## src/design/rpmf_pkg.sv

```systemverilog
// Shared constants for the receive-port mode and forwarding block
package rpmf_pkg;
    localparam int NPORT = 4;
    localparam int NTX = 2;
    localparam int CLK_NS = 5;
    // Register offsets
    localparam logic [7:0] ADDR_FWD = 8'h20;
    localparam logic [7:0] ADDR_TXCFG = 8'h21;
    localparam logic [7:0] ADDR_STAT = 8'h4d;
    localparam logic [7:0] ADDR_RATE = 8'h58;
    localparam logic [7:0] ADDR_MODE = 8'h6d;
    localparam logic [7:0] ADDR_RAWHDR = 8'h70;
    localparam logic [7:0] ADDR_VCMAP = 8'h72;
    // Field positions
    localparam int FWD_DEST_LSB = 4;
    localparam int TXCFG_REPL_BIT = 4;
    // Input mode codes
    localparam logic [1:0] MODE_CSI = 2'h0;
    localparam logic [1:0] MODE_R12LF = 2'h1;
    localparam logic [1:0] MODE_R12HF = 2'h2;
    localparam logic [1:0] MODE_R10 = 2'h3;
    // Back channel rate codes
    localparam logic [2:0] RATE_2M5 = 3'h0;
    localparam logic [2:0] RATE_10M = 3'h2;
    localparam logic [2:0] RATE_50M = 3'h6;
    // Reset values
    localparam logic [7:0] FWD_RST = 8'h00;
    localparam logic [7:0] TXCFG_RST = 8'h0f;
    localparam logic [7:0] VCMAP_RST = 8'he4;
    localparam logic [7:0] RAWHDR_RST = 8'h2c;
    // Link frame layout
    localparam int CSI_FRAME_W = 40;
    localparam int RAW_FRAME_W = 28;
    localparam logic [1:0] FRAME_SYNC = 2'h2;
    // Back channel bit times
    localparam int BC_2M5_NS = 400;
    localparam int BC_10M_NS = 100;
    localparam int BC_50M_NS = 20;
    localparam logic [6:0] BC_2M5_CYC = 7'(BC_2M5_NS / CLK_NS);
    localparam logic [6:0] BC_10M_CYC = 7'(BC_10M_NS / CLK_NS);
    localparam logic [6:0] BC_50M_CYC = 7'(BC_50M_NS / CLK_NS);
    // Link clock ratios against the reference
    localparam int FWD_SYNC_MULT = 160;
    localparam int PCLK_SYNC_MULT = 4;
    localparam int BC_SYNC_MULT = 2;
    localparam int FWD_NSYNC_MULT = 80;
    localparam int FWD_MAX_MBPS = 4160;
    localparam int LANE_MAX_MBPS = 1664;
    // Pixel clock range check
    localparam int PCLK_WIN_NS = 1000;
    localparam logic [7:0] PCLK_WIN_CYC = 8'(PCLK_WIN_NS / CLK_NS);
    localparam int HF_MIN_KHZ = 37500;
    localparam int HF_MAX_KHZ = 100000;
    localparam int LF_MIN_KHZ = 25000;
    localparam int LF_MAX_KHZ = 50000;
    localparam int R10_MIN_KHZ = 50000;
    localparam int R10_MAX_KHZ = 100000;
    localparam logic [7:0] HF_LO = 8'(HF_MIN_KHZ * PCLK_WIN_NS / 1000000);
    localparam logic [7:0] HF_HI = 8'((HF_MAX_KHZ * PCLK_WIN_NS + 999999) / 1000000);
    localparam logic [7:0] LF_LO = 8'(LF_MIN_KHZ * PCLK_WIN_NS / 1000000);
    localparam logic [7:0] LF_HI = 8'((LF_MAX_KHZ * PCLK_WIN_NS + 999999) / 1000000);
    localparam logic [7:0] R10_LO = 8'(R10_MIN_KHZ * PCLK_WIN_NS / 1000000);
    localparam logic [7:0] R10_HI = 8'((R10_MAX_KHZ * PCLK_WIN_NS + 999999) / 1000000);
    // Least pixel clocks between sync changes in ten-bit raw mode
    localparam logic [3:0] SYNC_MIN_PCLK = 4'ha;
endpackage

```

## src/design/rpmf_top.sv

```systemverilog
// Receive-port input mode selection and stream forwarding to two CSI-2 ports
`timescale 1ns/1ps
module rpmf_top (
    // Clock and reset
    input wire logic clk_i,
    input wire logic reset_i,
    // Register access from the control channel, port page select
    input wire logic [1:0] reg_port_i,
    input wire logic [7:0] reg_addr_i,
    input wire logic [7:0] reg_wdata_i,
    input wire logic reg_wr_i,
    output logic [7:0] reg_rdata_o,
    // Mode strap ratio index from the strap comparator
    input wire logic [2:0] strap_idx_i,
    // Receive link pixel clocks and recovered frames
    input wire logic [rpmf_pkg::NPORT-1:0] link_pclk_i,
    input wire logic [rpmf_pkg::NPORT-1:0][39:0] link_frame_i,
    // Back channel bit pacing
    output logic [rpmf_pkg::NPORT-1:0] bc_tick_o,
    // CSI-2 transmit ports
    output logic [rpmf_pkg::NTX-1:0] tx_valid_o,
    output logic [rpmf_pkg::NTX-1:0][1:0] tx_vc_o,
    output logic [rpmf_pkg::NTX-1:0][5:0] tx_dt_o,
    output logic [rpmf_pkg::NTX-1:0][15:0] tx_data_o,
    output logic [rpmf_pkg::NTX-1:0][1:0] tx_lanes_o
);
    import rpmf_pkg::*;

    // Strap is sampled through two flops, then loaded once after reset
    logic [2:0] strap_s1_ff;
    logic [2:0] strap_s2_ff;
    logic [1:0] strap_wait_ff;
    always_ff @(posedge clk_i) begin
        if (reset_i) begin
            strap_s1_ff <= 3'h0;
            strap_s2_ff <= 3'h0;
            strap_wait_ff <= 2'h0;
        end else begin
            strap_s1_ff <= strap_idx_i;
            strap_s2_ff <= strap_s1_ff;
            if (strap_wait_ff != 2'h3) strap_wait_ff <= strap_wait_ff + 2'h1;
        end
    end
    wire strap_load = (strap_wait_ff == 2'h2);
    // four strap modes
    // Ratio indices repeat the four modes in both halves of the scale
    wire [1:0] strap_mode = strap_s2_ff[1:0];

    // Register write decode
    wire wr_fwd = reg_wr_i && (reg_addr_i == ADDR_FWD);
    wire wr_txcfg = reg_wr_i && (reg_addr_i == ADDR_TXCFG);
    wire wr_stat = reg_wr_i && (reg_addr_i == ADDR_STAT);
    wire wr_rate = reg_wr_i && (reg_addr_i == ADDR_RATE);
    wire wr_mode = reg_wr_i && (reg_addr_i == ADDR_MODE);
    wire wr_rawhdr = reg_wr_i && (reg_addr_i == ADDR_RAWHDR);
    wire wr_vcmap = reg_wr_i && (reg_addr_i == ADDR_VCMAP);

    // Shared forwarding and transmit setup
    logic [7:0] fwd_ff;
    logic [7:0] txcfg_ff;
    always_ff @(posedge clk_i) begin
        if (reset_i) begin
            fwd_ff <= FWD_RST;
            txcfg_ff <= TXCFG_RST;
        end else begin
            if (wr_fwd) fwd_ff <= reg_wdata_i;
            if (wr_txcfg) txcfg_ff <= reg_wdata_i;
        end
    end
    // replica mode steers everything to port 0 and mirrors it
    wire repl = txcfg_ff[TXCFG_REPL_BIT];

    // Pixel clock measurement window, shared by all ports
    logic [7:0] win_cnt_ff;
    always_ff @(posedge clk_i) begin
        if (reset_i || win_cnt_ff == PCLK_WIN_CYC - 8'h1) win_cnt_ff <= 8'h0;
        else win_cnt_ff <= win_cnt_ff + 8'h1;
    end
    wire win_end = (win_cnt_ff == PCLK_WIN_CYC - 8'h1);

    // Per-port state
    logic [NPORT-1:0][1:0] mode_ff;
    logic [NPORT-1:0][2:0] rate_ff;
    logic [NPORT-1:0][7:0] rawhdr_ff;
    logic [NPORT-1:0][7:0] vcmap_ff;
    logic [NPORT-1:0][3:0] stat_ff;
    logic [NPORT-1:0] pend_v_ff;
    logic [NPORT-1:0][1:0] pend_vc_ff;
    logic [NPORT-1:0][5:0] pend_dt_ff;
    logic [NPORT-1:0][15:0] pend_data_ff;
    logic [NPORT-1:0] frame_ok;
    logic [NPORT-1:0] gnt_p;
    logic [NPORT-1:0] mode_set;

    for (genvar p = 0; p < NPORT; p++) begin : g_port
        wire sel = (reg_port_i == 2'(p));
        // strap value lands in the mode field, later writes override it
        assign mode_set[p] = strap_load || (wr_mode && sel);
        wire [1:0] nxt_mode = strap_load ? strap_mode : reg_wdata_i[1:0];
        wire is_csi = (mode_ff[p] == MODE_CSI);
        wire [2:0] dflt_rate = (nxt_mode == MODE_CSI) ? RATE_50M : RATE_2M5;

        always_ff @(posedge clk_i) begin
            if (reset_i) begin
                mode_ff[p] <= MODE_CSI;
                rate_ff[p] <= RATE_50M;
                rawhdr_ff[p] <= RAWHDR_RST;
                vcmap_ff[p] <= VCMAP_RST;
            end else begin
                if (mode_set[p]) mode_ff[p] <= nxt_mode;
                if (mode_set[p]) rate_ff[p] <= dflt_rate;
                else if (wr_rate && sel) rate_ff[p] <= reg_wdata_i[2:0];
                if (wr_rawhdr && sel) rawhdr_ff[p] <= reg_wdata_i;
                if (wr_vcmap && sel) vcmap_ff[p] <= reg_wdata_i;
            end
        end

        // Link pins pass two flops, a third finds the pixel clock edge
        logic [2:0] pclk_sh_ff;
        logic [39:0] frm_s1_ff;
        logic [39:0] frm_s2_ff;
        always_ff @(posedge clk_i) begin
            if (reset_i) begin
                pclk_sh_ff <= 3'h0;
                frm_s1_ff <= '0;
                frm_s2_ff <= '0;
            end else begin
                pclk_sh_ff <= {pclk_sh_ff[1:0], link_pclk_i[p]};
                frm_s1_ff <= link_frame_i[p];
                frm_s2_ff <= frm_s1_ff;
            end
        end
        wire pedge = pclk_sh_ff[1] & ~pclk_sh_ff[2];

        // 40-bit CSI-2 frame: sync, VC, DT, control byte, payload, parity
        // 28-bit raw frame: sync, HS/VS, pixel, parity
        wire [39:0] frm = is_csi ? frm_s2_ff : {12'h0, frm_s2_ff[RAW_FRAME_W-1:0]};
        wire [1:0] fsync = is_csi ? frm[CSI_FRAME_W-1 -: 2] : frm[RAW_FRAME_W-1 -: 2];
        assign frame_ok[p] = pedge && (fsync == FRAME_SYNC) && !(^frm);
        wire frame_bad = pedge && !((fsync == FRAME_SYNC) && !(^frm));

        // incoming channel number remapped through a per-port table
        wire [1:0] csi_vc = vcmap_ff[p][2*frm[37:36] +: 2];
        // raw header fields come from the per-port register
        wire [1:0] nxt_vc = is_csi ? csi_vc : rawhdr_ff[p][7:6];
        wire [5:0] nxt_dt = is_csi ? frm[35:30] : rawhdr_ff[p][5:0];
        wire [15:0] raw_px = (mode_ff[p] == MODE_R10) ? {6'h0, frm[9:0]} : {4'h0, frm[11:0]};
        wire [15:0] nxt_data = is_csi ? frm[21:6] : raw_px;

        // One-entry holding stage; a frame that finds it full and not granted is dropped
        wire fwd_en = fwd_ff[p];
        wire take = frame_ok[p] && fwd_en && (!pend_v_ff[p] || gnt_p[p]);
        wire overrun = frame_ok[p] && fwd_en && pend_v_ff[p] && !gnt_p[p];
        // frames are held only when the port is enabled
        always_ff @(posedge clk_i) begin
            if (reset_i) pend_v_ff[p] <= 1'b0;
            else if (take) pend_v_ff[p] <= 1'b1;
            else if (gnt_p[p]) pend_v_ff[p] <= 1'b0;
        end
        always_ff @(posedge clk_i) begin
            if (take) begin
                pend_vc_ff[p] <= nxt_vc;
                pend_dt_ff[p] <= nxt_dt;
                pend_data_ff[p] <= nxt_data;
            end
        end

        // ten-bit raw sync spacing watched, violations flagged
        logic [1:0] hv_ff;
        logic [3:0] hv_gap_ff;
        wire hv_chg = frame_ok[p] && !is_csi && (frm[13:12] != hv_ff);
        wire hv_err = hv_chg && (mode_ff[p] == MODE_R10) && (hv_gap_ff < SYNC_MIN_PCLK);
        always_ff @(posedge clk_i) begin
            if (reset_i) begin
                hv_ff <= 2'h0;
                hv_gap_ff <= SYNC_MIN_PCLK;
            end else if (frame_ok[p] && !is_csi) begin
                hv_ff <= frm[13:12];
                if (hv_chg) hv_gap_ff <= 4'h1;
                else if (hv_gap_ff != SYNC_MIN_PCLK) hv_gap_ff <= hv_gap_ff + 4'h1;
            end
        end

        // pixel clock range checked per raw mode
        logic [7:0] edg_ff;
        logic [7:0] lo;
        logic [7:0] hi;
        always_comb begin
            case (mode_ff[p])
                MODE_R12HF: begin lo = HF_LO; hi = HF_HI; end
                MODE_R12LF: begin lo = LF_LO; hi = LF_HI; end
                MODE_R10: begin lo = R10_LO; hi = R10_HI; end
                default: begin lo = 8'h0; hi = 8'hff; end
            endcase
        end
        wire in_range = (edg_ff >= lo) && (edg_ff <= hi);
        always_ff @(posedge clk_i) begin
            if (reset_i || win_end) edg_ff <= 8'h0;
            else if (pedge && edg_ff != 8'hff) edg_ff <= edg_ff + 8'h1;
        end

        // Status: [0] clock in range, sticky [1] sync, [2] overrun, [3] frame
        // An event in the cycle of its write-one clear still sets the bit
        wire [3:1] clr = (wr_stat && sel) ? reg_wdata_i[3:1] : 3'h0;
        wire [3:1] evt = {frame_bad, overrun, hv_err};
        always_ff @(posedge clk_i) begin
            if (reset_i) stat_ff[p] <= 4'h0;
            else begin
                if (win_end) stat_ff[p][0] <= in_range;
                stat_ff[p][3:1] <= evt | (stat_ff[p][3:1] & ~clr);
            end
        end

        // 50 Mbps is twice the 25 MHz reference
        // code 010 paces the 10 Mbps back channel
        // non-synchronous serializers need the slower back channel
        wire [6:0] bc_per = (rate_ff[p] == RATE_50M) ? BC_50M_CYC :
                            (rate_ff[p] == RATE_10M) ? BC_10M_CYC : BC_2M5_CYC;
        logic [6:0] bc_cnt_ff;
        wire bc_wrap = (bc_cnt_ff >= bc_per - 7'h1);
        always_ff @(posedge clk_i) begin
            if (reset_i || bc_wrap) bc_cnt_ff <= 7'h0;
            else bc_cnt_ff <= bc_cnt_ff + 7'h1;
        end
        always_ff @(posedge clk_i) begin
            if (reset_i) bc_tick_o[p] <= 1'b0;
            else bc_tick_o[p] <= bc_wrap;
        end
    end

    // each port's destination is its bit in the forwarding register
    logic [NTX-1:0][NPORT-1:0] req;
    logic [NTX-1:0] gnt_any;
    logic [NTX-1:0][1:0] gnt_idx;
    logic [NTX-1:0][1:0] rr_ff;
    always_comb begin
        for (int t = 0; t < NTX; t++) begin
            gnt_any[t] = 1'b0;
            gnt_idx[t] = 2'h0;
            for (int p = 0; p < NPORT; p++) begin
                req[t][p] = pend_v_ff[p] &&
                    ((repl ? 1'b0 : fwd_ff[FWD_DEST_LSB + p]) == t[0]);
            end
            // Round robin keeps one busy sensor from starving the rest
            for (int k = 0; k < NPORT; k++) begin
                if (!gnt_any[t] && req[t][rr_ff[t] + 2'(k)]) begin
                    gnt_any[t] = 1'b1;
                    gnt_idx[t] = rr_ff[t] + 2'(k);
                end
            end
        end
    end
    for (genvar p = 0; p < NPORT; p++) begin : g_gnt
        assign gnt_p[p] = (gnt_any[0] && gnt_idx[0] == 2'(p)) ||
                          (gnt_any[1] && gnt_idx[1] == 2'(p));
    end

    // each word leaves tagged with its virtual channel number
    // output pacing never stalls the link side
    for (genvar t = 0; t < NTX; t++) begin : g_tx
        wire src_any = (repl && t == 1) ? gnt_any[0] : gnt_any[t];
        wire [1:0] src = (repl && t == 1) ? gnt_idx[0] : gnt_idx[t];
        always_ff @(posedge clk_i) begin
            if (reset_i) begin
                tx_valid_o[t] <= 1'b0;
                tx_vc_o[t] <= 2'h0;
                tx_dt_o[t] <= 6'h0;
                tx_data_o[t] <= 16'h0;
                rr_ff[t] <= 2'h0;
                tx_lanes_o[t] <= 2'h0;
            end else begin
                tx_valid_o[t] <= src_any;
                tx_vc_o[t] <= src_any ? pend_vc_ff[src] : 2'h0; // Unloaded stage stays hidden
                tx_dt_o[t] <= src_any ? pend_dt_ff[src] : 6'h0;
                tx_data_o[t] <= src_any ? pend_data_ff[src] : 16'h0;
                if (gnt_any[t]) rr_ff[t] <= gnt_idx[t] + 2'h1;
                // lane count minus one per output
                tx_lanes_o[t] <= txcfg_ff[2*t +: 2];
            end
        end
    end

    // Register read mux
    logic [7:0] rd_mux;
    always_comb begin
        case (reg_addr_i)
            ADDR_FWD: rd_mux = fwd_ff;
            ADDR_TXCFG: rd_mux = txcfg_ff;
            ADDR_STAT: rd_mux = {4'h0, stat_ff[reg_port_i]};
            ADDR_RATE: rd_mux = {5'h0, rate_ff[reg_port_i]};
            ADDR_MODE: rd_mux = {6'h0, mode_ff[reg_port_i]};
            ADDR_RAWHDR: rd_mux = rawhdr_ff[reg_port_i];
            ADDR_VCMAP: rd_mux = vcmap_ff[reg_port_i];
            default: rd_mux = 8'h0;
        endcase
    end
    always_ff @(posedge clk_i) begin
        if (reset_i) reg_rdata_o <= 8'h0;
        else reg_rdata_o <= rd_mux;
    end
endmodule

```

## config.mk

```make
export PLATFORM = sky130hd
export DESIGN_NAME = rpmf_top
export DESIGN_NICKNAME = d
export VERILOG_FILES = /design/src/design/rpmf_pkg.sv /design/src/design/rpmf_top.sv
export SDC_FILE = /design/constraint.sdc
export NUM_CORES = 1
export LEC_CHECK = 0
export ABC_AREA = 1
export BUFFER_PORTS_ARGS = -buffer_cell sky130_fd_sc_hd__buf_4
export CAP_MARGIN = 0
export CORE_ASPECT_RATIO = 1.75
export CORE_MARGIN = 2
export CORE_UTILIZATION = 55
export CTS_CLUSTER_DIAMETER = 100
export DETAILED_ROUTE_END_ITERATION = 12
export GPL_ROUTABILITY_DRIVEN = 1
export MAX_ROUTING_LAYER = met4
export PLACE_DENSITY = 0.74
export SLEW_MARGIN = 20
export SYNTH_ARGS = -nofsm -noshare
export SYNTH_HDL_FRONTEND = slang
export SYNTH_SLANG_ARGS = --single-unit
```

## constraint.sdc

```tcl
create_clock -name clk_i -period 3.83 [get_ports clk_i]
set_input_delay 0.1915 -clock clk_i [delete_from_list [all_inputs] [get_ports clk_i]]
set_output_delay 0.1915 -clock clk_i [all_outputs]
set_load 0.03 [all_outputs]
```

* Yosys cells after proc, flatten, opt, wreduce, memory -nomap -nowiden
Cells that the tools add are included. W data, S select, Z words.
Cells by class: $add $sub $neg 26, $lt $le $gt $ge 27, eq/ne operators 55, shift-type cells 4, mux-type cells 131, bitwise logic cells 26, reduce and logical (&&, ||, !) cells 182
Operators with widths (number):
- $mux W40 | 4
- $reduce_xor A40 Y1 | 4
- $logic_and A1 B1 Y1 | 105
- $mux W16 | 6
- $pmux W6 S3 | 4
- $bmux W16 S2 | 2
- $pmux W8 S2 | 4
- $mux W7 | 8
- $pmux W8 S7 | 1
- $mux W12 | 4
- $mux W2 | 21
- $mux W3 | 14
- $add A8 B1 Y8 const B | 5
- $eq A8 B7 Y1 const B | 5
- $eq A2 B2 Y1 const B | 19
- $mux W4 | 9
- $mux W6 | 6
- $lt A2 B3 Y1 const B | 11
- $bmux W8 S2 | 2
- $ge A8 B8 Y1 | 4
- $le A8 B8 Y1 | 4
- $ne A8 B8 Y1 const B | 4
- $shiftx A8 B4 Y2 | 4
- $mux W1 | 29
- 32 further kinds | 172
Word-level totals: register bits 716, bits of input ports 188, output and inout bits 66, word-level logic and storage cells 542

* Depth between registers and ports, before layout
Gate-level depths: netlist (run 1).
depth after elaboration 21, gate-level depth with buffers 21, depth with buffers taken out 20

* Worst setup path before layout (run 1)
No wires, ideal clock.
path type register to register, from reg txcfg_ff[4], to reg pend_data_ff[48] in the netlist's numbering, enable pin, library setup time 0.406 ns, arrival 2.996 ns, required time 3.424 ns, path slack 0.428 ns, cell stages (with the launch flop) 17, path buffers 1, period minus slack after synthesis 3.402 ns, cell sequence dfxtp_1 > inv_4 > nand2_1 > nor2_2 > o21ai_2 > or2_1 > nand2_1 > nand2_1 > nand3_1 > nand3_4 > buf_2 > inv_1 > ha_1 > nand2_1 > nand2_1 > nor2_1 > nor2_1
On the way: cells in the longest elaborated chain, start to end 20, elaborated cells on any way between the ends 67, classes of those cells eq/ne (2); mux (36); bitwise (4); reduce/logical (25)
Ends and longest elaborated chain:
- from (decl) | line rpmf_top.sv:60 | logic [7:0] txcfg_ff;
- from (signal assigned) | line rpmf_top.sv:67 | if (wr_txcfg) txcfg_ff <= reg_wdata_i;
- $mux W1 | line rpmf_top.sv:242 | ((repl ? 1'b0 : fwd_ff[FWD_DEST_LSB + p]) == t[0]);
- $not A1 Y1 | line rpmf_top.sv:242
- $logic_and A1 B1 Y1 | line rpmf_top.sv:241 | req[t][p] = pend_v_ff[p] &&
- $bmux W1 S2 | line rpmf_top.sv:246 | if (!gnt_any[t] && req[t][rr_ff[t] + 2'(k)]) begin
- $mux W1 (implied by the code) | line rpmf_top.sv:246
- $mux W1 | line rpmf_top.sv:246
- $logic_not A1 Y1 | line rpmf_top.sv:246
- $logic_and A1 B1 Y1 | line rpmf_top.sv:246
- [5 not listed]
- $logic_and A1 B1 Y1 | line rpmf_top.sv:246
- $mux W2 | line rpmf_top.sv:246
- $eq A2 B2 Y1 | line rpmf_top.sv:254 | assign gnt_p[p] = (gnt_any[0] && gnt_idx[0] == 2'(p)) ||
- $logic_and A1 B1 Y1 | line rpmf_top.sv:254
- $logic_or A1 B1 Y1 (*) | line rpmf_top.sv:254
- $logic_or A1 B1 Y1 (*) | line rpmf_top.sv:152 | wire take = frame_ok[p] && fwd_en && (!pend_v_ff[p] || gnt_p[p]);
- $logic_and A1 B1 Y1 (*) | line rpmf_top.sv:152
- net g_port[3].take | line rpmf_top.sv:152
- to (signal, indexed assignment) | line rpmf_top.sv:164 | pend_data_ff[p] <= nxt_data;
- to (decl) | line rpmf_top.sv:90 | logic [NPORT-1:0][15:0] pend_data_ff;
The timed path passes the listed nets; every way through them passes the cells marked *. The select of a mux whose other input is x is not followed. A chain may end at the register's enable or synchronous reset.

* Worst setup path after layout (run 1)
from reg mode_ff[0] in the netlist's numbering, to reg pend_data_ff[9] in the netlist's numbering, enable pin
On the way: cells in the longest elaborated chain, start to end 8, elaborated cells on any way between the ends 10, classes of those cells eq/ne (1); mux (2); reduce/logical (7)
Ends and longest elaborated chain:
- from (decl) | line rpmf_top.sv:82 | logic [NPORT-1:0][1:0] mode_ff;
- from (signal, indexed assignment) | line rpmf_top.sv:110 | if (mode_set[p]) mode_ff[p] <= nxt_mode;
- $logic_not A2 Y1 (*) | line rpmf_top.sv:100 | wire is_csi = (mode_ff[p] == MODE_CSI);
- branches (longest 4 deep; another with $mux W40)
- $logic_and A1 B1 Y1 (*) | line rpmf_top.sv:139 | assign frame_ok[p] = pedge && (fsync == FRAME_SYNC) && !(^frm);
- $logic_and A1 B1 Y1 (*) (2 in a row) | line rpmf_top.sv:152
- net g_port[0].take | line rpmf_top.sv:152
Mark *: on every way through the listed nets, which the timed path passes.

==> results of run 1 <==
## cell families after synthesis
| logic type | after synthesis | share of synthesized area, % |
|---|---|---|
| compound gates | 647 | 11.2 |
| xor+xnor | 80 | 2.17 |
| fa+ha+maj | 115 | 4.46 |
| buf+inv | 898 | 10.7 |
| flops | 716 | 47.4 |
| mux | 1 | 0.0349 |
| other cells | 1 | 0.0116 |
| simple gates | 1921 | 24.2 |
## cells in the final DEF (no fill, tap or decap), types with 12 or more instances in the layout
| cell | n |
|---|---|
| sky130_fd_sc_hd__nand2_1 | 1031 |
| sky130_fd_sc_hd__inv_1 | 748 |
| sky130_fd_sc_hd__dfxtp_1 | 620 |
| sky130_fd_sc_hd__nor2_1 | 599 |
| sky130_fd_sc_hd__buf_4 | 298 |
| sky130_fd_sc_hd__a21oi_1 | 242 |
| sky130_fd_sc_hd__o21ai_0 | 236 |
| sky130_fd_sc_hd__nand3_1 | 174 |
| sky130_fd_sc_hd__dlygate4sd3_1 | 174 |
| sky130_fd_sc_hd__ha_1 | 115 |
| sky130_fd_sc_hd__edfxtp_1 | 96 |
| sky130_fd_sc_hd__clkbuf_16 | 69 |
| sky130_fd_sc_hd__xnor2_1 | 48 |
| sky130_fd_sc_hd__a22oi_1 | 39 |
| sky130_fd_sc_hd__nand4_1 | 33 |
| sky130_fd_sc_hd__xor2_1 | 32 |
| sky130_fd_sc_hd__nand3b_1 | 27 |
| sky130_fd_sc_hd__a31oi_1 | 23 |
| sky130_fd_sc_hd__o21ai_1 | 22 |
| sky130_fd_sc_hd__clkbuf_8 | 16 |
| sky130_fd_sc_hd__o211ai_1 | 15 |
| sky130_fd_sc_hd__o22ai_1 | 15 |
| sky130_fd_sc_hd__nor3_1 | 15 |
| sky130_fd_sc_hd__clkbuf_1 | 12 |
## layout make-up
class	instances	area (sq um)
multi-input cells	2768	13600
clock buffers	97	1990
diodes	1	2.50
flip-flops and latches	716	15300
clock inverters	25	303
repair buffers	476	4060
fillers	4811	19100
well taps	773	967
inverters	758	2850
## sequential cells by signal, summed over array words and instances (netlist names), 8 cells and up
signal,cells
g_port.frm_s1_ff,160
g_port.frm_s2_ff,160
pend_data_ff,64
g_port.edg_ff,32
rawhdr_ff,32
tx_data_o,32
vcmap_ff,32
g_port.bc_cnt_ff,28
pend_dt_ff,24
g_port.hv_gap_ff,16
stat_ff,16
g_port.pclk_sh_ff,12
rate_ff,12
tx_dt_o,12
fwd_ff,8
g_port.hv_ff,8
mode_ff,8
pend_vc_ff,8
reg_rdata_o,8
txcfg_ff,8
win_cnt_ff,8
## stage by stage
step           hold slack, ps  instance area [sq um]  std cells
3_3_place_gp              390                  35000       5316
2_1_floorplan             298                  32300       4382
4_1_cts                  9.13                  39000       5612
3_5_place_dp              392                  35000       5316
6_report                 37.5                  39000       5614
5_1_grt                  40.5                  39000       5613
## power groups by stage
stage	clock network [mW]	logic (mW)	registers, mW
2_1_floorplan	0	2.67	8.85
3_3_place_gp	0	4.55	8.47
3_5_place_dp	0	4.60	8.48
4_1_cts	7.02	4.77	8.32
5_1_grt	7.32	5.33	8.36
6_report	6.93	4.90	8.32
## worst max-delay path, stage by stage, from the launching register on
cell and delay, ps:
sky130_fd_sc_hd__dfxtp_1 330, sky130_fd_sc_hd__inv_1 160, sky130_fd_sc_hd__ha_1 400, sky130_fd_sc_hd__buf_4 330
sky130_fd_sc_hd__nand2_1 160, sky130_fd_sc_hd__nand2_1 120, sky130_fd_sc_hd__nand2_1 60, sky130_fd_sc_hd__nand3_1 60
sky130_fd_sc_hd__nand2_1 90, sky130_fd_sc_hd__inv_1 80, sky130_fd_sc_hd__nor2_1 40, sky130_fd_sc_hd__nor2_1 130
sky130_fd_sc_hd__nand3_1 90, sky130_fd_sc_hd__nand3_1 140, sky130_fd_sc_hd__nand2_1 70, sky130_fd_sc_hd__nor2_1 240
sky130_fd_sc_hd__nand2_1 140, sky130_fd_sc_hd__nor2_2 170, sky130_fd_sc_hd__buf_12 200
## worst min-delay path by stage
stage                                  from                 endpoint  slack, ps  cells after the start
CTS                           reg_addr_i[4]           reg_rdata_o[3]          9                      4
global route                  reg_addr_i[4]           reg_rdata_o[3]         40                      4
detailed placement  g_port[3].frm_s1_ff[21]  g_port[3].frm_s2_ff[21]        390                      2
finish                              reset_i            tx_lanes_o[3]         40                      2
global placement           link_frame_i[48]   g_port[1].frm_s1_ff[8]        390                      3
floorplan                   link_frame_i[0]   g_port[0].frm_s1_ff[0]        300                      2
## layer usage
layer	vias to the layer above	GRT usage, %
li1	14500	-
met1	13100	31.6
met2	1194	53.6
met3	396	5.13
met4	0	22.3
met5	-	-
## what timing repair did
item / 4_1_cts / 5_1_grt
endpoints found under the hold margin: 201 / 0
hold buffers: 174 / 0
gates resized for setup: 0 / 0
==> implementation parameters, run 1 <==
Parameter                              Value

Status
  Result of the run ... complete, no violations

Hold path
  Class of the tightest hold or removal check ... in2reg

Pwr
  Flop pwr share ... 41.3%
  Switching pwr ... 6.50 mW
  Worst-case vdd ir drop ... 0.471 mV
  Combinational fraction of design power ... about 24%
  Proportion of power drawn by the clock network ... 34.4%
  P_int ... ~14 mW
  Overall Power ... around 20 mW
  Leakage power total ... ~19 nW
  Total power density per cell area ... 516 nW/um^2
  Net Sw Frac ... 32.3%

Synthesis
  Leading register cell type out of synthesis ... sky130_fd_sc_hd__dfxtp_1
  Average footprint of a synthesized cell ... 7.37 sq um
  Cells after Synth ... 4379
  Leading cell type by number of instances after synthesis ... sky130_fd_sc_hd__nand2_1
  Number of enable-type register cells in the synthesized netlist ... 96
  Total of flip-flops plus latches after synthesis ... 716
  Top cells by instance count after synthesis ... 1031 x sky130_fd_sc_hd__nand2_1, 748 x sky130_fd_sc_hd__inv_1, 620 x sky130_fd_sc_hd__dfxtp_1, 603 x sky130_fd_sc_hd__nor2_1, 242 x sky130_fd_sc_hd__a21oi_1
  Top cells by area in the synthesized netlist ... sky130_fd_sc_hd__dfxtp_1 38%, sky130_fd_sc_hd__nand2_1 12%, sky130_fd_sc_hd__edfxtp_1 8.9%
  Unique masters post-synth ... 55
  Portion of the post-synthesis area used by sequential elements ... 47.4%
  Ys async rst share ... 0%
  Yosys Warn Count ... 0
  Combined area of all synthesized cells ... 32300 sq um
  Cell taking the most area after synthesis ... sky130_fd_sc_hd__dfxtp_1
  Proportion of netlist area held by the largest area contributor ... around two fifths

Timing
  Remaining max-slew budget at the tightest pin ... 33.3%
  Crit share post-route ... 87.7%
  Crit path time final ... 3360 ps
  Final number of max-transition violations ... 0
  Final Hold Vio Count ... 0
  Setup ws final ... 469 ps
  Max Clock Skew ... ~37 ps
  Unrepaired setup endpoints after global routing ... no
  Setup violation total in the final timing report ... 0
  Worst slew pin tran ... 990 ps
  Sum of negative setup slack ... 0 ps
  Top achievable clock speed ... slightly below 0.3 GHz

Global route
  Pin count of the biggest net entering global routing ... 117
  Antenna violations before repair ... 2
  Overflow after GRT ... 0
  First-pass GRT wire length ... between 100000 and 150000 um
  Total global-route track usage ... 31.0%
  Number of global-route vias before repair ... 27800

Critical path
  CP required ... 4140 ps
  CP startpoint ... mode_ff[0]
  Kind of end point of the critical path ... register
  Cells on worst reg2reg path ... 18
  Beginning of the worst register-to-register path ... mode_ff[0]
  Category of the most critical setup path ... reg2reg
  Type of origin of the critical path ... register
  Register-to-register setup slack ... between 400 and 500 ps
  Critical path endpoint ... pend_data_ff[9]
  Data arrival at the endpoint of the critical path ... ~3700 ps
  Maximum fanout along the worst path ... 24
  R2R Path End ... pend_data_ff[9]

Clocking
  Register clock-pin slew on the reported worst setup and hold paths ... approximately 70 ps
  CTS buffer count ... 67
  Clk Latency, worst-skew pair ... just over 600 ps
  TritonCTS clock tree ... built
  Deepest clock path buffer count ... 3
  Post-CTS Setup Inserts ... 0
  Master cell of the clock root buffer ... sky130_fd_sc_hd__clkbuf_16
  Number of H-tree levels ... 3
  Number of sinks handled by clock tree synthesis ... 716

Placed design
  Number of buffers inserted by port buffering ... 252
  Routability Congestion ... between 1 and 1.5
  Setup WS pre-CTS ... about 470 ps
  Post-DP HPWL ... between 60000 and 70000 um

Detailed routing
  Detailed-route wire length on metal 1 ... roughly 33000 um
  Number of design-rule violations left by the first detailed-router iteration ... ~2200
  Vias per std cell ... 5.19
  Via count ... 29200
  Pre-Repair DR Iteration Count ... 7
  Met2 wire length ... 45400 um
  Post-detailed-routing wire length ... between 90000 and 100000 um
  DRC violations left ... 0
  Top layer used by detailed routing ... met4
  Routed length on met3 ... 6460 um
  Count of antenna-violating nets left after detailed routing ... 0
  Average wire length per cell after detail routing ... 16.5 um

Floorplan
  Std-Cell Core Area ... 58100 sq um
  Top-level I/O count ... 254
  Width of the die ... about 190 um
  Die footprint ... 60700 sq um
  Die Y-Extent ... 325 um
  Cell row count ... 117
  Starting Density ... roughly 56%

Cells and area
  Area added between synthesis and finish ... 20.9%
  Final Core Density ... 67.2%
  Share of post-route cells with drive strength above 1 ... 9.42%
  Final Net Count ... 5090

Run
  Number of max-capacitance violations reported ... 0
Note: power is estimated with default switching activity, not from simulation.
==> run 2: changes to the inputs <==
--- a/config.mk
+++ b/config.mk
@@ -8,14 +8,16 @@
 export ABC_AREA = 1
 export BUFFER_PORTS_ARGS = -buffer_cell sky130_fd_sc_hd__buf_4
 export CAP_MARGIN = 0
+export CELL_PAD_IN_SITES_DETAIL_PLACEMENT = 0
+export CELL_PAD_IN_SITES_GLOBAL_PLACEMENT = 1
 export CORE_ASPECT_RATIO = 1.75
 export CORE_MARGIN = 2
-export CORE_UTILIZATION = 55
+export CORE_UTILIZATION = 35
 export CTS_CLUSTER_DIAMETER = 100
 export DETAILED_ROUTE_END_ITERATION = 12
 export GPL_ROUTABILITY_DRIVEN = 1
 export MAX_ROUTING_LAYER = met4
-export PLACE_DENSITY = 0.74
+export PLACE_DENSITY_LB_ADDON = 0.1
 export SLEW_MARGIN = 20
 export SYNTH_ARGS = -nofsm -noshare
 export SYNTH_HDL_FRONTEND = slang
==> implementation parameters, run 2 (synthesis results as in run 1) <==
Parameter                              Value

Timing
  Final number of max-transition violations ... 0 (unchanged)
  Worst slew pin tran ... 1160 ps (+167 ps)
  Remaining max-slew budget at the tightest pin ... 22.8% (-10 points)
  Unrepaired setup endpoints after global routing ... no
  Setup violation total in the final timing report ... 0 (unchanged)
  Crit share post-route ... 89.4% (+1.7 points)
  Top achievable clock speed ... 0.292 GHz (-1.9%)
  Final Hold Vio Count ... 0 (unchanged)
  Max Clock Skew ... 34.9 ps (-1.69 ps)
  Crit path time final ... 3430 ps (+64.4 ps)
  Sum of negative setup slack ... 0 ps (unchanged)

Clocking
  Post-CTS Setup Inserts ... 0 (unchanged)
  Hold buffers post-CTS ... 175 (+0.57%)
  Gates resized, CTS repair ... 0 (unchanged)
  CTS buffer count ... 72 (+7.5%)
  Register clock-pin slew on the reported worst setup and hold paths ... 60 ps (about the same)
  Number of H-tree levels ... 3 (unchanged)
  TritonCTS clock tree ... built
  Clk Latency, worst-skew pair ... 660 ps (+40 ps)
  Number of sinks handled by clock tree synthesis ... 716 (unchanged)
  Master cell of the clock root buffer ... sky130_fd_sc_hd__clkbuf_16
  Deepest clock path buffer count ... 3 (unchanged)

Cells and area
  Antenna Diode Count ... 0 (-1)
  Leading cell types in the layout, fill and taps excluded ... 1031 x sky130_fd_sc_hd__nand2_1, 748 x sky130_fd_sc_hd__inv_1, 620 x sky130_fd_sc_hd__dfxtp_1, 598 x sky130_fd_sc_hd__nor2_1, 308 x sky130_fd_sc_hd__buf_4
  Final Net Count ... 5107 (+0.33%)
  Most common cell after layout, fill and taps aside ... sky130_fd_sc_hd__nand2_1
  Largest regs ... g_port.frm_s1_ff: 160 flops, g_port.frm_s2_ff: 160 flops, pend_data_ff: 64 flops
  Share of post-route cells with drive strength above 1 ... 9.78% (+0.35 points)
  Count of filler cells inserted in the layout ... 9466 (+97%)
  Area added between synthesis and finish ... 23.4%

Floorplan
  Std-Cell Core Area ... 91600 sq um (+58%)
  Cell row count ... 147 (+26%)
  Width of the die ... 234 um (+25%)
  Top-level I/O count ... 254 (unchanged)
  Starting Density ... 35.3% (-20 points)
  Die footprint ... 94800 sq um (+56%)
  Die Y-Extent ... 406 um (+25%)

Global route
  Antenna violations before repair ... 1 (-1)
  Pin count of the biggest net entering global routing ... 210 (+79%)
  Total global-route track usage ... 21.8% (-9.1 points)
  Number of global-route vias before repair ... 26900 (-3.3%)
  Overflow after GRT ... 0 (unchanged)
  First-pass GRT wire length ... 152000 um (+6.6%)

Detailed routing
  Post-detailed-routing wire length ... 101000 um (+9.1%)
  Routed length on met3 ... 3510 um (-46%)
  Number of design-rule violations left by the first detailed-router iteration ... 1513 (-32%)
  Count of antenna-violating nets left after detailed routing ... 0 (unchanged)
  Via count ... 27800 (-4.6%)
  DRC violations left ... 0 (unchanged)
  Met2 wire length ... 53000 um (+17%)
  Detailed-route wire length on metal 1 ... 39900 um (+21%)
  Average wire length per cell after detail routing ... 16.7 um (+1.2%)
  Top layer used by detailed routing ... met4
  Pre-Repair DR Iteration Count ... 7 (unchanged)
  Vias per std cell ... 4.59 (-12%)

Critical path
  Maximum fanout along the worst path ... 28 (+17%)
  Type of origin of the critical path ... register
  Beginning of the worst register-to-register path ... mode_ff[6]
  Critical path endpoint ... pend_data_ff[57]
  R2R Path End ... pend_data_ff[57]
  Kind of end point of the critical path ... register
  Register-to-register setup slack ... 400 ps (-60 ps)
  Category of the most critical setup path ... reg2reg
  Cells on worst reg2reg path ... 17 (-1)
  CP startpoint ... mode_ff[6]
  Data arrival at the endpoint of the critical path ... 3780 ps (+110 ps)
  CP required ... 4180 ps (+40 ps)

Run
  Number of max-capacitance violations reported ... 0 (unchanged)

Placed design
  Number of buffers inserted by port buffering ... 252 (unchanged)
  Routability Congestion ... 0.938 (-8.2%)
  Post-DP HPWL ... 76500 um (+17%)

Status
  Result of the run ... complete, no violations

Pwr
  Worst-case vdd ir drop ... 0.443 mV (-5.9%)
  Overall Power ... 20.8 mW (+3.1%)
  Leakage power total ... 18.9 nW (+0.74%)
  Total power density per cell area ... 521 nW/um^2 (+1.0%)

Hold path
  Class of the tightest hold or removal check ... in2reg
[run 2: stage by stage]
stage	cells	util (%)	setup slack, ps	instance area, sq um	hold slack (ps)
2_1_floorplan	4382	-	428	32300	298
3_3_place_gp	5747	38.9	489	35600	389
3_5_place_dp	5747	38.9	456	35600	392
4_1_cts	6051	43.5	436	39900	41.2
5_1_grt	6051	43.5	125	39900	110
6_report	6051	43.5	405	39900	101
[run 2: cell type report]
cell class	instances	area [sq um]	share of cell area [%]
Clock buffer	102	2130	5.35
Tap cell	1192	1490	3.74
Timing Repair Buffer	488	4160	10.4
Clock inverter	27	333	0.835
Inverter	758	2850	7.14
Sequential cell	716	15300	38.4
Multi-Input combinational cell	2768	13600	34.1
[run 2: power by group]
group	internal [mW]	switching, mW	leakage (nW)
Combinational	1.64	3.35	11.7
Sequential	8.08	0.284	5.96
Clock	4.31	3.11	1.21
Total	14.0	6.75	18.9
[run 2: worst min-delay path by stage]
stage / start / to / cells after the start
after floorplan: link_frame_i[0] / g_port[0].frm_s1_ff[0] / 2
after global placement: g_port[2].frm_s1_ff[2] / g_port[2].frm_s2_ff[2] / 2
after detailed placement: g_port[1].frm_s1_ff[4] / g_port[1].frm_s2_ff[4] / 2
after CTS: reg_addr_i[4] / reg_rdata_o[3] / 4
after global routing: reg_addr_i[4] / reg_rdata_o[3] / 4
final: reg_addr_i[4] / reg_rdata_o[3] / 4
[run 2: worst max-delay path, cell delays in order (launching register included)]
cell,delay [ps]
sky130_fd_sc_hd__dfxtp_1,330
sky130_fd_sc_hd__inv_1,260
sky130_fd_sc_hd__ha_2,660
sky130_fd_sc_hd__nand2_1,200
sky130_fd_sc_hd__nand2_1,140
sky130_fd_sc_hd__nand2_1,60
sky130_fd_sc_hd__nand3_1,60
sky130_fd_sc_hd__nand2_1,140
sky130_fd_sc_hd__inv_1,100
sky130_fd_sc_hd__nor2_1,40
sky130_fd_sc_hd__nor2_1,120
sky130_fd_sc_hd__nand3_1,80
sky130_fd_sc_hd__nand3_1,140
sky130_fd_sc_hd__nand2_1,70
sky130_fd_sc_hd__nor2_1,240
sky130_fd_sc_hd__nand2_1,100
sky130_fd_sc_hd__nor2_2,140
sky130_fd_sc_hd__buf_12,200
[run 2: layer usage]
metal	vias to the layer above	global-route usage, %
met3	165	2.39
met2	541	39.8
li1	14500	-
met5	-	-
met4	0	10.5
met1	12600	23.3
